[src/gcr_consts.svh]
// Register offsets, field positions, reset values and timing counts of the
// global control register bank. Included by the bank and its timer module.
`ifndef GCR_CONSTS_SVH
`define GCR_CONSTS_SVH

// ----------------------------------------------------------------------------
// Register indices (byte address is four times the index)
// ----------------------------------------------------------------------------
`define GCR_IDX_MONITOR     6'h05
`define GCR_IDX_GPIO        6'h06
`define GCR_IDX_REFCLK      6'h07
`define GCR_IDX_LINK_SUM    6'h09
`define GCR_IDX_TICK_EN     6'h0A
`define GCR_IDX_TICK_FLAG   6'h0B
`define GCR_IDX_CNT_SEL     6'h0E
`define GCR_IDX_CNT_DATA    6'h0F
`define GCR_IDX_IRQ_STATUS  6'h10
`define GCR_IDX_IRQ_ENABLE  6'h11
`define GCR_IDX_IRQ_CLEAR   6'h12

// ----------------------------------------------------------------------------
// Field positions
// ----------------------------------------------------------------------------
`define GCR_GPIO_DIR_LSB    0
`define GCR_GPIO_LVL_LSB    2
`define GCR_REF1_LSB        0
`define GCR_REF2_LSB        3
`define GCR_CNT_ADDR_LSB    0
`define GCR_CNT_LINK_LSB    5
`define GCR_IRQ_TICK_BIT    0
`define GCR_IRQ_LINK_BIT    1

// ----------------------------------------------------------------------------
// Reset values
// ----------------------------------------------------------------------------
`define GCR_GPIO_RESET      8'h03
`define GCR_ZERO_RESET      8'h00

// ----------------------------------------------------------------------------
// Timing
// ----------------------------------------------------------------------------
`define GCR_CLK_PERIOD_NS   8
`define GCR_TICK_PERIOD_NS  1000000000
`define GCR_TICK_CYCLES     (`GCR_TICK_PERIOD_NS / `GCR_CLK_PERIOD_NS)

`endif

[src/gcr_pkg.sv]
// Types shared by the global control register bank.
// Assumes the constants header is included by each user.
package gcr_pkg;

  typedef enum logic [1:0] {
    RESP_OKAY   = 2'b00,
    RESP_SLVERR = 2'b10
  } resp_type;

  typedef enum logic [0:0] {
    PATH_RECEIVER    = 1'b0,
    PATH_TRANSMITTER = 1'b1
  } monitor_path_type;

endpackage

[src/global_control_registers.sv]
// Global control and status register bank of an eight-link line device,
// reached over AXI4-Lite. Pins and clocks from outside are synchronised;
// link interrupt lines and counter bytes come from logic on aclk.
//
// Function
// - Monitor codes 0000 and 1000 connect nothing to monitoring link one.
// - Top bit clear, low part nonzero: receiver of link low+1 is monitored.
// - Top bit set, low part nonzero: transmitter of link low+1 is monitored.
// - Direction bit 0 makes a GPIO pin output, 1 makes it input.
// - Output pin level bit is read/write; pin drives that level.
// - Input pin level bit is read-only and returns the pin level.
// - Second reference select routes link code+1 recovered clock to its pin.
// - First reference select routes link code+1 recovered clock to its pin.
// - Summary bit reads 1 while its link has an interrupt pending.
// - Interrupt asserts for the tick only when enabled and flag set.
// - Timer sets the tick flag at each one-second interval.
// - Writing 1 clears the tick flag; writing 0 leaves it.
// - Counter link select picks link code+1 for indirect reads.
// - Four-bit indirect address picks a counter byte of that link.
// - Read-only data register returns the selected counter byte.
// - Monitor select sits in the low four bits; upper bits reserved.
//
// Decided for this implementation: the AXI4-Lite slave port.
`timescale 1ns/1ns
`include "gcr_consts.svh"

module global_control_registers #(
  parameter int unsigned TICK_CYCLES = `GCR_TICK_CYCLES
) (
  // Clock and reset
  input  wire logic        aclk,
  input  wire logic        aresetn,
  // AXI4-Lite write address and data
  input  wire logic        s_axi_awvalid,
  output logic             s_axi_awready,
  input  wire logic [7:0]  s_axi_awaddr,
  input  wire logic        s_axi_wvalid,
  output logic             s_axi_wready,
  input  wire logic [31:0] s_axi_wdata,
  input  wire logic [3:0]  s_axi_wstrb,
  // AXI4-Lite write response
  output logic             s_axi_bvalid,
  input  wire logic        s_axi_bready,
  output logic [1:0]       s_axi_bresp,
  // AXI4-Lite read
  input  wire logic        s_axi_arvalid,
  output logic             s_axi_arready,
  input  wire logic [7:0]  s_axi_araddr,
  output logic             s_axi_rvalid,
  input  wire logic        s_axi_rready,
  output logic [31:0]      s_axi_rdata,
  output logic [1:0]       s_axi_rresp,
  // Monitor path control
  output logic             monitor_enable,
  output logic             monitor_transmit,
  output logic [2:0]       monitor_link,
  // General purpose pins
  input  wire logic [1:0]  gpio_in,
  output logic [1:0]       gpio_out,
  output logic [1:0]       gpio_oe,
  // Recovered clocks and reference outputs
  input  wire logic [7:0]  recovered_clk,
  output logic             first_ref_clock_out,
  output logic             second_ref_clock_out,
  // Link interrupts and counters
  input  wire logic [7:0]  link_irq_pending,
  output logic [2:0]       counter_link_select,
  output logic [3:0]       counter_address,
  input  wire logic [7:0]  counter_read_byte,
  // Interrupt
  output logic             irq
);

  // --------------------------------------------------------------------------
  // Address decoding
  // --------------------------------------------------------------------------
  function automatic logic reg_hit(input logic [7:0] addr, input logic [5:0] idx);
    reg_hit = (addr[7:2] == idx);
  endfunction

  function automatic logic mapped(input logic [7:0] a);
    mapped = reg_hit(a, `GCR_IDX_MONITOR) | reg_hit(a, `GCR_IDX_GPIO) |
             reg_hit(a, `GCR_IDX_REFCLK) | reg_hit(a, `GCR_IDX_LINK_SUM) |
             reg_hit(a, `GCR_IDX_TICK_EN) | reg_hit(a, `GCR_IDX_TICK_FLAG) |
             reg_hit(a, `GCR_IDX_CNT_SEL) | reg_hit(a, `GCR_IDX_CNT_DATA) |
             reg_hit(a, `GCR_IDX_IRQ_STATUS) | reg_hit(a, `GCR_IDX_IRQ_ENABLE) |
             reg_hit(a, `GCR_IDX_IRQ_CLEAR);
  endfunction

  // --------------------------------------------------------------------------
  // State
  // --------------------------------------------------------------------------
  logic       aw_held_reg;
  logic       w_held_reg;
  logic [7:0] awaddr_reg;
  logic [7:0] wdata_reg;
  logic       wlane_reg;
  logic [3:0] monitor_path_select_reg;
  logic [1:0] gpio_dir_reg;
  logic [1:0] gpio_level_reg;
  logic [2:0] first_ref_source_reg;
  logic [2:0] second_ref_source_reg;
  logic [7:0] link_summary_reg;
  logic [1:0] irq_status_reg;
  logic [1:0] irq_enable_reg;
  logic [7:0] counter_byte_reg;
  logic       link_any_reg;
  logic [1:0] gpio_meta_reg;
  logic [1:0] gpio_sync_reg;
  logic [7:0] rclk_meta_reg;
  logic [7:0] rclk_sync_reg;
  logic       second_tick;

  second_timer #(
    .TICK_CYCLES (TICK_CYCLES)
  ) u_second_timer (
    .aclk    (aclk),
    .aresetn (aresetn),
    .tick    (second_tick)
  );

  // --------------------------------------------------------------------------
  // Read selection
  // --------------------------------------------------------------------------
  // Pin level read: synchronised pin for input pins, level register for output pins
  wire [1:0] gpio_level_rd = (gpio_dir_reg & gpio_sync_reg) | (~gpio_dir_reg & gpio_level_reg);
  wire [7:0] gpio_rd = {4'h0, gpio_level_rd, gpio_dir_reg};
  wire [7:0] ref_rd  = {2'b00, second_ref_source_reg, first_ref_source_reg};
  wire [7:0] csel_rd = {counter_link_select, 1'b0, counter_address};
  wire [7:0] rd_value =
    reg_hit(s_axi_araddr, `GCR_IDX_MONITOR)    ? {4'h0, monitor_path_select_reg} :
    reg_hit(s_axi_araddr, `GCR_IDX_GPIO)       ? gpio_rd :
    reg_hit(s_axi_araddr, `GCR_IDX_REFCLK)     ? ref_rd :
    reg_hit(s_axi_araddr, `GCR_IDX_LINK_SUM)   ? link_summary_reg :
    reg_hit(s_axi_araddr, `GCR_IDX_TICK_EN)    ? {7'h00, irq_enable_reg[0]} :
    reg_hit(s_axi_araddr, `GCR_IDX_TICK_FLAG)  ? {7'h00, irq_status_reg[0]} :
    reg_hit(s_axi_araddr, `GCR_IDX_CNT_SEL)    ? csel_rd :
    reg_hit(s_axi_araddr, `GCR_IDX_CNT_DATA)   ? counter_byte_reg :
    reg_hit(s_axi_araddr, `GCR_IDX_IRQ_STATUS) ? {6'h00, irq_status_reg} :
    reg_hit(s_axi_araddr, `GCR_IDX_IRQ_ENABLE) ? {6'h00, irq_enable_reg} :
    8'h00;

  // --------------------------------------------------------------------------
  // Bus handshake
  // --------------------------------------------------------------------------
  // The write is committed one cycle after both halves are held, so the
  // address and data always come from registers and never from the bus.
  wire aw_fire    = s_axi_awvalid & s_axi_awready;
  wire w_fire     = s_axi_wvalid & s_axi_wready;
  wire ar_fire    = s_axi_arvalid & s_axi_arready;
  wire do_write   = aw_held_reg & w_held_reg & ~s_axi_bvalid;
  wire aw_next    = (aw_held_reg | aw_fire) & ~do_write;
  wire w_next     = (w_held_reg | w_fire) & ~do_write;
  wire bvalid_nxt = do_write | (s_axi_bvalid & ~s_axi_bready);
  wire rvalid_nxt = ar_fire | (s_axi_rvalid & ~s_axi_rready);

  // Byte lane 0 carries every register; a write without it changes nothing.
  wire       wr_ok   = do_write & wlane_reg & mapped(awaddr_reg);
  wire       wr_mon  = wr_ok & reg_hit(awaddr_reg, `GCR_IDX_MONITOR);
  wire       wr_gpio = wr_ok & reg_hit(awaddr_reg, `GCR_IDX_GPIO);
  wire       wr_ref  = wr_ok & reg_hit(awaddr_reg, `GCR_IDX_REFCLK);
  wire       wr_ten  = wr_ok & reg_hit(awaddr_reg, `GCR_IDX_TICK_EN);
  wire       wr_tflg = wr_ok & reg_hit(awaddr_reg, `GCR_IDX_TICK_FLAG);
  wire       wr_csel = wr_ok & reg_hit(awaddr_reg, `GCR_IDX_CNT_SEL);
  wire       wr_ien  = wr_ok & reg_hit(awaddr_reg, `GCR_IDX_IRQ_ENABLE);
  wire       wr_iclr = wr_ok & reg_hit(awaddr_reg, `GCR_IDX_IRQ_CLEAR);

  always_ff @(posedge aclk) begin
    if (!aresetn) begin
      aw_held_reg   <= 1'b0;
      w_held_reg    <= 1'b0;
      awaddr_reg    <= 8'h00;
      wdata_reg     <= 8'h00;
      wlane_reg     <= 1'b0;
      s_axi_awready <= 1'b0;
      s_axi_wready  <= 1'b0;
      s_axi_bvalid  <= 1'b0;
      s_axi_bresp   <= gcr_pkg::RESP_OKAY;
      s_axi_arready <= 1'b0;
      s_axi_rvalid  <= 1'b0;
      s_axi_rdata   <= 32'h00000000;
      s_axi_rresp   <= gcr_pkg::RESP_OKAY;
    end else begin
      aw_held_reg   <= aw_next;
      w_held_reg    <= w_next;
      s_axi_awready <= ~aw_next & ~bvalid_nxt;
      s_axi_wready  <= ~w_next & ~bvalid_nxt;
      s_axi_bvalid  <= bvalid_nxt;
      s_axi_arready <= ~rvalid_nxt;
      s_axi_rvalid  <= rvalid_nxt;
      if (aw_fire) begin
        awaddr_reg <= s_axi_awaddr;
      end
      if (w_fire) begin
        wdata_reg <= s_axi_wdata[7:0];
        wlane_reg <= s_axi_wstrb[0];
      end
      if (do_write) begin
        s_axi_bresp <= mapped(awaddr_reg) ? gcr_pkg::RESP_OKAY : gcr_pkg::RESP_SLVERR;
      end
      if (ar_fire) begin
        s_axi_rdata <= {24'h000000, rd_value};
        s_axi_rresp <= mapped(s_axi_araddr) ? gcr_pkg::RESP_OKAY : gcr_pkg::RESP_SLVERR;
      end
    end
  end

  // --------------------------------------------------------------------------
  // Configuration registers
  // --------------------------------------------------------------------------
  always_ff @(posedge aclk) begin
    if (!aresetn) begin
      monitor_path_select_reg <= 4'h0;
      gpio_dir_reg            <= 2'(`GCR_GPIO_RESET >> `GCR_GPIO_DIR_LSB);
      gpio_level_reg          <= 2'b00;
      first_ref_source_reg    <= 3'h0;
      second_ref_source_reg   <= 3'h0;
      counter_link_select     <= 3'h0;
      counter_address         <= 4'h0;
    end else begin
      if (wr_mon) begin
        monitor_path_select_reg <= wdata_reg[3:0];
      end
      if (wr_gpio) begin
        gpio_dir_reg <= wdata_reg[`GCR_GPIO_DIR_LSB +: 2];
        for (int i = 0; i < 2; i++) begin
          if (!gpio_dir_reg[i]) begin
            gpio_level_reg[i] <= wdata_reg[`GCR_GPIO_LVL_LSB + i];
          end
        end
      end
      if (wr_ref) begin
        first_ref_source_reg  <= wdata_reg[`GCR_REF1_LSB +: 3];
        second_ref_source_reg <= wdata_reg[`GCR_REF2_LSB +: 3];
      end
      if (wr_csel) begin
        counter_link_select <= wdata_reg[`GCR_CNT_LINK_LSB +: 3];
        counter_address     <= wdata_reg[`GCR_CNT_ADDR_LSB +: 4];
      end
    end
  end

  // --------------------------------------------------------------------------
  // Pin and clock synchronisers
  // --------------------------------------------------------------------------
  always_ff @(posedge aclk) begin
    if (!aresetn) begin
      gpio_meta_reg <= 2'b00;
      gpio_sync_reg <= 2'b00;
      rclk_meta_reg <= 8'h00;
      rclk_sync_reg <= 8'h00;
    end else begin
      gpio_meta_reg <= gpio_in;
      gpio_sync_reg <= gpio_meta_reg;
      rclk_meta_reg <= recovered_clk;
      rclk_sync_reg <= rclk_meta_reg;
    end
  end

  // --------------------------------------------------------------------------
  // Outputs: monitor path, pins, reference clocks
  // --------------------------------------------------------------------------
  // The recovered clocks are oversampled, so each reference output carries
  // up to one aclk period of jitter; fine for line rates far below aclk.
  wire mon_active = (monitor_path_select_reg[2:0] != 3'h0);

  always_ff @(posedge aclk) begin
    if (!aresetn) begin
      monitor_enable       <= 1'b0;
      monitor_transmit     <= 1'b0;
      monitor_link         <= 3'h0;
      gpio_out             <= 2'b00;
      gpio_oe              <= 2'b00;
      first_ref_clock_out  <= 1'b0;
      second_ref_clock_out <= 1'b0;
    end else begin
      monitor_enable   <= mon_active;
      monitor_transmit <= monitor_path_select_reg[3] == gcr_pkg::PATH_TRANSMITTER;
      monitor_link     <= monitor_path_select_reg[2:0];
      gpio_oe  <= ~(wr_gpio ? wdata_reg[`GCR_GPIO_DIR_LSB +: 2] : gpio_dir_reg);
      gpio_out <= gpio_level_reg;
      first_ref_clock_out  <= rclk_sync_reg[first_ref_source_reg];
      second_ref_clock_out <= rclk_sync_reg[second_ref_source_reg];
    end
  end

  // --------------------------------------------------------------------------
  // Link summary, counter data, interrupts
  // --------------------------------------------------------------------------
  wire       link_any   = |link_irq_pending;
  wire [1:0] irq_events = {link_any & ~link_any_reg, second_tick};
  wire [1:0] clr_tflg   = {1'b0, wr_tflg & wdata_reg[0]};
  wire [1:0] clr_iclr   = wr_iclr ? wdata_reg[1:0] : 2'b00;

  always_ff @(posedge aclk) begin
    if (!aresetn) begin
      link_summary_reg <= `GCR_ZERO_RESET;
      counter_byte_reg <= `GCR_ZERO_RESET;
      link_any_reg     <= 1'b0;
      irq_status_reg   <= 2'b00;
      irq_enable_reg   <= 2'b00;
      irq              <= 1'b0;
    end else begin
      link_summary_reg <= link_irq_pending;
      counter_byte_reg <= counter_read_byte;
      link_any_reg     <= link_any;
      irq_status_reg <= (irq_status_reg & ~(clr_tflg | clr_iclr)) | irq_events;
      if (wr_ien) begin
        irq_enable_reg <= wdata_reg[1:0];
      end else if (wr_ten) begin
        irq_enable_reg[0] <= wdata_reg[0];
      end
      irq <= |(irq_status_reg & irq_enable_reg);
    end
  end
endmodule

[src/second_timer.sv]
// Free running interval timer giving a one-cycle pulse per interval.
// Assumes a single clock and a synchronous active-low reset.
`timescale 1ns/1ns
`include "gcr_consts.svh"

module second_timer #(
  parameter int unsigned TICK_CYCLES = `GCR_TICK_CYCLES
) (
  // Clock and reset
  input  wire logic aclk,
  input  wire logic aresetn,
  // Interval pulse
  output logic      tick
);

  localparam logic [31:0] LAST = 32'(TICK_CYCLES - 1);

  logic [31:0] count_reg;
  wire         at_end = (count_reg == LAST);

  always_ff @(posedge aclk) begin
    if (!aresetn) begin
      count_reg <= 32'h00000000;
      tick      <= 1'b0;
    end else begin
      count_reg <= at_end ? 32'h00000000 : count_reg + 32'h00000001;
      tick      <= at_end;
    end
  end

endmodule

[config.mk]
export PLATFORM = sky130hd
export DESIGN_NAME = global_control_registers
export DESIGN_NICKNAME = d
export VERILOG_FILES = /design/src/gcr_pkg.sv /design/src/global_control_registers.sv /design/src/second_timer.sv
export VERILOG_INCLUDE_DIRS = /design/src
export SDC_FILE = /design/constraint.sdc
export NUM_CORES = 1
export LEC_CHECK = 0
export BUFFER_PORTS_ARGS = -buffer_cell sky130_fd_sc_hd__buf_2
export CAP_MARGIN = 0
export CORE_MARGIN = 2
export CORE_UTILIZATION = 50
export CTS_BUF_LIST = sky130_fd_sc_hd__clkbuf_8
export DETAILED_ROUTE_END_ITERATION = 16
export PLACE_DENSITY = 0.75
export SKIP_CTS_REPAIR_TIMING = 1
export SYNTH_ARGS = -nofsm -noshare
export SYNTH_HDL_FRONTEND = slang
export SYNTH_SLANG_ARGS = --single-unit
[constraint.sdc]
create_clock -name aclk -period 1.49 [get_ports aclk]
set_clock_uncertainty 0.05 [all_clocks]
set_input_delay 0.298 -clock aclk [delete_from_list [all_inputs] [get_ports aclk]]
set_output_delay 0.298 -clock aclk [all_outputs]
set_load 0.02 [all_outputs]
Word level (Yosys, flattened, before mapping)
Index checks and enable logic that the tools add are counted.

Flip-flop bits (word level): 143. Word-level logic and storage cells: 163. Input port bits: 85. Output and inout port bits: 60.

Eq/ne operators: 23. Muxes and demuxes: 20. Reductions and logical operators: 7. $add $sub $neg: 1. Bitwise logic cells: 69. $lt $le $gt $ge: 2.

Operators with widths (number): 8-bit 2-to-1 mux (8); 6-bit by 4-bit equality test with 1-bit output (second input constant) (10); 6-bit by 3-bit equality test with 1-bit output (second input constant) (6); 6-bit by 5-bit equality test with 1-bit output (second input constant) (6); 32-bit by 1-bit adder with 32-bit output (second input constant) (1); 32-bit by 27-bit equality test with 1-bit output (second input constant) (1); 1-bit OR (24); 1-bit AND (23); 2-bit 2-to-1 mux (6); 1-bit inverter (12); 2-bit AND (4); 3-bit by 4-bit less-than comparator with 1-bit output (second input constant) (2); 8-bit OR reduction (1); 1-bit binary-select mux with 3-bit select (2); 2-bit inverter (3); 1-bit 2-to-1 mux (4); 2-bit OR (2); 2-bit AND reduction (2); 2-bit OR reduction (2); 3-bit nonzero test (1); 1-bit by 2-bit OR with 2-bit output (1); 2-bit nonzero test (1).

Depth between registers and ports, before layout
Gate-level depths: netlist (run 1).

Depth in word-level cells: 18. Depth in mapped cells: 7. Gate-level depth less buffers: 6.

By module
A second synthesis (run 1) with hierarchy kept.

Cell total of the unflattened synthesis: 638. Area, all modules: 5856.9 um^2.

By module, submodules not included: global_control_registers (times used 1, cells an instance 463, sequential area each 2122.0 um^2, area an instance 4286.6 um^2); second_timer (times used 1, cells an instance 175, sequential area each 660.6 um^2, area an instance 1570.3 um^2).

Worst setup path after synthesis (run 1)
OpenSTA, ideal clock, no wires.

Path kind: register to register. Start: register u_second_timer.count_reg[0]. End: register u_second_timer.count_reg[26]. Stages on the path, launching flop included: 7. Data arrival time: 1.456 ns. Buffers on the path: 1. Data required time: 1.323 ns. Clock period less this slack: 1.624 ns. Library setup time: 0.117 ns. Slack: -0.134 ns. Cells stage by stage: dfxtp_1 > ha_1 > nand3_1 > nor4_1 > nand2b_1 > buf_2 > nor2_1.

Cells in the longest elaborated chain, start to end: 2. Elaborated cells on any way between the ends: 3. Those cells by class: add/sub: 1; eq/ne: 1; reduce/logical: 1.

Ends and longest elaborated chain: from (decl) (line second_timer.sv:18) `logic [31:0] count_reg;`; from (signal assigned) (line second_timer.sv:26) `count_reg <= at_end ? 32'h00000000 : count_reg + 32'h00000001;`; parallel branches: the longest is 2 deep, another holds 32-bit by 1-bit adder with 32-bit output.

Several ways; the timed one is not identified. A chain may end at the register's enable or synchronous reset.

Worst setup path in the final report (run 1)
Start: register u_second_timer.count_reg[31]. End: register u_second_timer.count_reg[31].

The elaborated chain is that of the path after synthesis.

==> results of run 1 <==
-- synthesized netlist by cell type, types with 13 or more instances --
| cell | number | area (um2) |
|---|---|---|
| a21oi_1 | 13 | 65.1 |
| nand2_1 | 53 | 199 |
| mux2i_1 | 28 | 280 |
| nand4_1 | 14 | 87.6 |
| a21boi_0 | 19 | 143 |
| nor2b_1 | 33 | 206 |
| buf_4 | 27 | 203 |
| xor2_1 | 19 | 166 |
| nand3_1 | 25 | 125 |
| o21ai_0 | 19 | 95.1 |
| and2_1 | 48 | 300 |
| clkbuf_1 | 19 | 71.3 |
| dfxtp_1 | 139 | 2780 |
| nor2_1 | 50 | 188 |
-- where the power goes --
part           leakage (nW)  internal (mW)  switching, mW
clock network         0.208           1.65           1.45
logic                  1.94          0.265          0.332
registers              1.14           3.82         0.0643
total                  3.28           5.74           1.85
-- critical path: cells and delay by family (launching register included) --
family	cells	cell delay (ns)
AND/OR/NAND/NOR	5	1.01
buffers and inverters	1	0.14
flip-flops	1	0.33
-- cell families (layout without fill, tap and decap cells) --
logic type	after synthesis	after routing	synth area share, %
AND/OR/NAND/NOR	281	281	26.7
flip-flops	139	139	47.8
AO/OA/AOI/OAI	78	78	8.73
buffers and inverters	60	227	5.76
multiplexers	32	32	6.36
XOR/XNOR	29	29	4.36
adder cells (fa/ha/maj)	1	1	0.215
other	1	26	0.0644
-- final cells by class --
cell class | instances | area, um2 | area share, %
Clock buffer | 17 | 234 | 3.07
Multi-Input combinational cell | 447 | 2930 | 38.5
Clock inverter | 15 | 173 | 2.27
Tap cell | 143 | 179 | 2.35
Sequential cell | 139 | 2800 | 36.8
Inverter | 6 | 22.5 | 0.296
Timing Repair Buffer | 189 | 1270 | 16.7
-- final timing paths --
| kind | slack (ns) | to |
|---|---|---|
| min reg2reg | 0.39 | rclk_sync_reg[6] |
| min | 0.01 | rclk_meta_reg[7] |
| max | -0.16 | u_second_timer.count_reg[31] |
| max reg2reg | -0.16 | u_second_timer.count_reg[31] |
-- through the flow --
step	TNS (ns)	setup slack, ns
2_1_floorplan	-0.0401	-0.0289
3_3_place_gp	-2.00	-0.0951
3_5_place_dp	-5.55	-0.196
4_1_cts	-6.42	-0.218
5_1_grt	-8.63	-0.257
6_report	-4.55	-0.156
-- metal layers --
metal | global-route usage (%) | vias to the layer above
met4 | 9.96 | 0
li1 | - | 2440
met2 | 39.6 | 153
met3 | 5.50 | 35
met1 | 25.4 | 2341
met5 | 0 | -
-- layout by cell type, fill, tap and decap left out, types with 19 or more instances in the layout --
cell	n
dfxtp_1	124
buf_2	87
buf_4	86
nand2_1	52
nor2_1	49
and2_1	48
nor2b_1	32
mux2i_1	28
conb_1	26
nand3_1	24
xor2_1	19
a21boi_0	19
==> metrics.md, run 1 <==
| Metric | Value |
|---|---|
| Fin crit share | 110% |
| Synth-to-layout area growth | 30.8% |
| Crit Path Max Fanout | 16 |
| Final std cells w/o fill | 956 |
| Max stage delay on crit path | 0.33 ns |
| Cts bufs inserted | 17 |
| Grt ovf | 0 |
| Dpl cells | 910 |
| Post-DP HPWL | 10,100 um |
| R2r worst-path depth | 6 |
| Hold Worst Slack | 0.00954 ns |
| DR WL/cell | 14.6 um |
| Hold Vio Cnt, Final | 0 |
| Critical path's slowest cell | dfxtp_2 |
| Syn Area/Cell | 9.37 um2 |
| Cell Chain, Critical Path | nor4b_2, nand3_1, nor4_4, nand2b_4, buf_12, nor2_1 |
| Total number of vias | 4,969 |
| Max FFs per register | 32 |
| Synthesized area | 0.00582 mm2 |
| Final instance area | 0.00761 mm2 |
| Cell Area, Placed | 0.00699 mm2 |
| Initial cell density of the core | 51.2% |
| Unrepaired setup endpoints after global routing | yes |
| First-pass GRT wire length | 22,400 um |
| Ant. Diodes | 0 |
| CP startpoint kind | register |
| Fmax | 0.607 GHz |
| Post-synthesis sequential element count | 139 |
| M1 WL | 5640 um |
| Ys flop type | dfxtp_1 |
| Clock root cell | clkbuf_8 |
| Power, Total | 7.59 mW |
| Critical register-to-register path startpoint | u_second_timer.count_reg[31] |
| Final #Nets | 886 |
| Worst hold path class | input pin to register |
| Crit path kind | register to register |
| Metal3 WL | 609 um |
| Critical Path AT | 1.93 ns |
| Status | finished, violations left |
| Share of cells above drive strength 1 | 31.4% |
| Core Util, Final | 67.0% |
| DIE HEIGHT | 112 um |
| Hold_sp | recovered_clk[7] |
| Setup violators final | 34 |
| H-tree levels | 4 |
| Core Area | 0.0114 mm2 |
| Vias per cell | 5.20 |
| RD Place Congestion | 0.871 |
| Power Density | 997 mW/mm2 |
| Minimum clock period | 1.65 ns |
| YS warnings | 0 |
| Post-synth EDFFs | 0 |
| # rows | 39 |
| Failing checks | negative setup slack |
| I/O pin total | 145 |
| Pre-antenna DRT Iters | 5 |
| Gr usage total | 22.3% |
| Async SR Flop Fraction | 0% |
| DR iter-0 viols | 277 |
| Slew Limit Fails | 0 |
| FILL cells | 908 |
| Register area share after synthesis | 47.8% |
| P_leak | 3.28 nW |
| Worst Setup SP | u_second_timer.count_reg[31] |
| Clock sink count | 139 |
| Max-cap viol count | 0 |
| # port buffers | 87 |
| Vias in the first global route | 4,947 |
| DR WL met2 | 7320 um |
| Clock Latency Late Sink | 0.44 ns |
| CTS tree | done |
| Setup WS post-layout | -0.156 ns |
| Die area | 0.0125 mm2 |
| Die width | 112 um |
| Setup crit end kind | register |
| Initial antenna violation count | 0 |
| Cell variety after synth | 49 |
| Final ANT Viol Nets | 0 |
| DRC | 0 |
| Hold path cells | 2 |
| Clock Path Buffers | 2 |
| VDD IR max | 0.881 mV |
| Worst Path Required | 1.77 ns |
| WL final | 13,900 um |
| DR top layer | met4 |
| CTS clk-pin slew, worst paths | 0.08 ns |
| Synth Instances | 621 |
| Largest net degree at the start of global routing | 39 |
No activity file was read; power rests on OpenSTA's default activity.
==> inputs of run 2 (changes only) <==
==> constraint.sdc (replaced) <==
create_clock -name aclk -period 1.36 [get_ports aclk]
set_clock_uncertainty 0.05 [all_clocks]
set_input_delay 0.272 -clock aclk [delete_from_list [all_inputs] [get_ports aclk]]
set_output_delay 0.272 -clock aclk [all_outputs]
set_load 0.02 [all_outputs]
==> run 2 against run 1 <==
The run still ends with negative setup slack left. Maximum frequency fell by 1.8%. Final cell count rose by 0.73%. Clock-buffer cell count rose by 2. Sequential cell count did not move. Core utilization rose by 2.3 points. Setup slack got worse by 0.16 ns. Die area did not move. Via count rose by 0.48%. Total power rose by 23%. Hold slack improved by 0.033 ns. Routed wire length rose by 3.2%. Critical endpoint unchanged. Largest cell class unchanged. Highest routed layer unchanged.
==> metrics.md, run 2 (synthesis results as in run 1) <==
| Metric | Value |
|---|---|
| Clock sink count | 139 (unchanged) |
| Clock root cell | clkbuf_8 |
| Commonest non-fill, non-tap cell in the layout | dfxtp_1 |
| P_leak | 3.39 nW (+3.4%) |
| DR WL/cell | 14.9 um (+2.4%) |
| RD Place Congestion | 0.895 (+2.7%) |
| Crit Path Max Fanout | 11 (-5) |
| Hold path cells | 2 (unchanged) |
| FILL cells | 855 (-5.8%) |
| Fmax | 0.597 GHz (-1.8%) |
| First-pass GRT wire length | 22,500 um (+0.31%) |
| Switching Fraction | 21.2% (-3.1 points) |
| Max-cap viol count | 0 (unchanged) |
| Status | finished, violations left |
| Most frequent cells in the layout | dfxtp_1 (114), buf_4 (85), buf_2 (82) |
| Failing checks | negative setup slack |
| Cell Area, Placed | 0.00700 mm2 (+0.11%) |
| Setup violators final | 53 (+56%) |
| Switch Pwr | 1.98 mW (+7.2%) |
| Ant. Diodes | 0 (unchanged) |
| Core Area | 0.0114 mm2 (unchanged) |
| H-tree levels | 4 (unchanged) |
| Clock Latency Late Sink | 0.43 ns (about the same) |
| Clock Path Buffers | 2 (unchanged) |
| Grt ovf | 0 (unchanged) |
| Dpl cells | 907 (-0.33%) |
| Die width | 112 um (unchanged) |
| Vias per cell | 5.18 (-0.25%) |
| Final std cells w/o fill | 963 (+0.73%) |
| Synth-to-layout area growth | 35.3% |
| Initial antenna violation count | 0 (unchanged) |
| Fin crit share | 123% (+13 points) |
| Largest net degree at the start of global routing | 33 (-15%) |
| Vias in the first global route | 4,889 (-1.2%) |
| Sequential Power Share | 45.6% (-5.6 points) |
| Power Density | 1190 mW/mm2 (+19%) |
| Max FFs per register | 32 (unchanged) |
| CP startpoint kind | register |
| Minimum clock period | 1.68 ns (+0.0297 ns) |
| R2r worst-path depth | 6 (unchanged) |
| Share of cells above drive strength 1 | 31.1% (-0.27 points) |
| Critical Path AT | 1.95 ns (+0.02 ns) |
| Total number of vias | 4,993 (+0.48%) |
| Crit path kind | register to register |
| # port buffers | 87 (unchanged) |
| Die area | 0.0125 mm2 (unchanged) |
| DR iter-0 viols | 302 (+9.0%) |
| Worst Path Required | 1.63 ns (-0.14 ns) |
| I/O pin total | 145 (unchanged) |
| Cts bufs inserted | 17 (unchanged) |
| Final #Nets | 893 (+0.79%) |
| Hold Vio Cnt, Final | 0 (unchanged) |
| DRC | 0 (unchanged) |
| DIE HEIGHT | 112 um (unchanged) |
| Final ANT Viol Nets | 0 (unchanged) |
| Combinational power share | 7.8% (about the same) |
| Post-DP HPWL | 10,200 um (+1.3%) |
| Pre-antenna DRT Iters | 5 (unchanged) |
| Final instance area | 0.00788 mm2 (+3.4%) |
| Setup WS post-layout | -0.316 ns (-0.160 ns) |
| Gr usage total | 22.5% (+0.15 points) |
| Unrepaired setup endpoints after global routing | yes |
| VDD IR max | 1.10 mV (+25%) |
| Clock Power Share | 46.6% (+5.7 points) |
| Setup crit end kind | register |
| Worst hold path class | input pin to register |
| Internal power | 7.35 mW (+28%) |
| CTS tree | done |
| WL final | 14,400 um (+3.2%) |
| Initial cell density of the core | 51.2% (unchanged) |
| Slew Limit Fails | 0 (unchanged) |
| # rows | 39 (unchanged) |
| CTS clk-pin slew, worst paths | 0.07 ns (about the same) |
==> run 2: changes by cell type in the layout (fill, tap and decap cells not counted), sizes merged, moves of 3 or more <==
cell	delta
buf	-6
bufinv	+5
clkinv	-3
dlygate4sd3	+12
clkbuf	+3
==> run 2: final timing paths <==
| check | startpoint | endpoint | slack (ns) |
|---|---|---|---|
| hold / removal | link_irq_pending[2] | link_summary_reg[2] | 0.04 |
| setup / recovery | u_second_timer.count_reg[31] | u_second_timer.count_reg[31] | -0.32 |
| setup reg to reg | u_second_timer.count_reg[31] | u_second_timer.count_reg[31] | -0.32 |
| hold reg to reg | rclk_meta_reg[3] | rclk_sync_reg[3] | 0.39 |
==> run 2: power groups by stage <==
stage,Clock (mW),Combinational [mW],Sequential [mW]
4_1_cts,4.40,0.648,4.26
3_5_place_dp,0,0.644,4.35
3_3_place_gp,0,0.626,4.34
6_report,4.35,0.724,4.26
5_1_grt,4.60,0.786,4.27
2_1_floorplan,0,0.417,4.36
==> run 2: critical path, cell delays in order (launching register included) <==
cell	delay, ns
dfxtp_2	0.34
nor4b_4	0.28
nand3_2	0.13
nor4_4	0.33
nand2b_4	0.23
clkbuf_16	0.17
nor2_1	0.04
==> run 2: final cells by class <==
cell class | instances | area [um2] | area share, %
Inverter | 6 | 22.5 | 0.286
Clock inverter | 13 | 270 | 3.43
Clock buffer | 19 | 262 | 3.32
Tap cell | 143 | 179 | 2.27
Sequential cell | 139 | 2820 | 35.8
Multi-Input combinational cell | 447 | 2950 | 37.4
Timing Repair Buffer | 196 | 1380 | 17.5
==> run 2: per-layer routing <==
metal  vias to the layer above  part of all wire, %  track usage (%)  routed length [um]
li1                       2462                    -                -                   -
met1                      2356                   40             25.8                5810
met2                       146                   53             40.7                7620
met3                        29                  4.5             5.77                 649
met4                         0                  1.9             7.33                 276
met5                         -                    0                0                   0
==> run 2: through the flow <==
stage	total power [mW]	worst slack, ns	setup TNS (ns)	hold slack (ns)	utilization, %
after global routing	9.66	-0.404	-15.88	0.0169	69.3
final	9.33	-0.316	-11.01	0.0426	69.3
after global placement	4.97	-0.217	-8.90	0.369	61.5
after CTS	9.31	-0.356	-12.85	-0.0330	66.2
after detailed placement	4.99	-0.306	-12.42	0.369	61.5
after floorplan	4.78	-0.108	-3.71	0.344	-
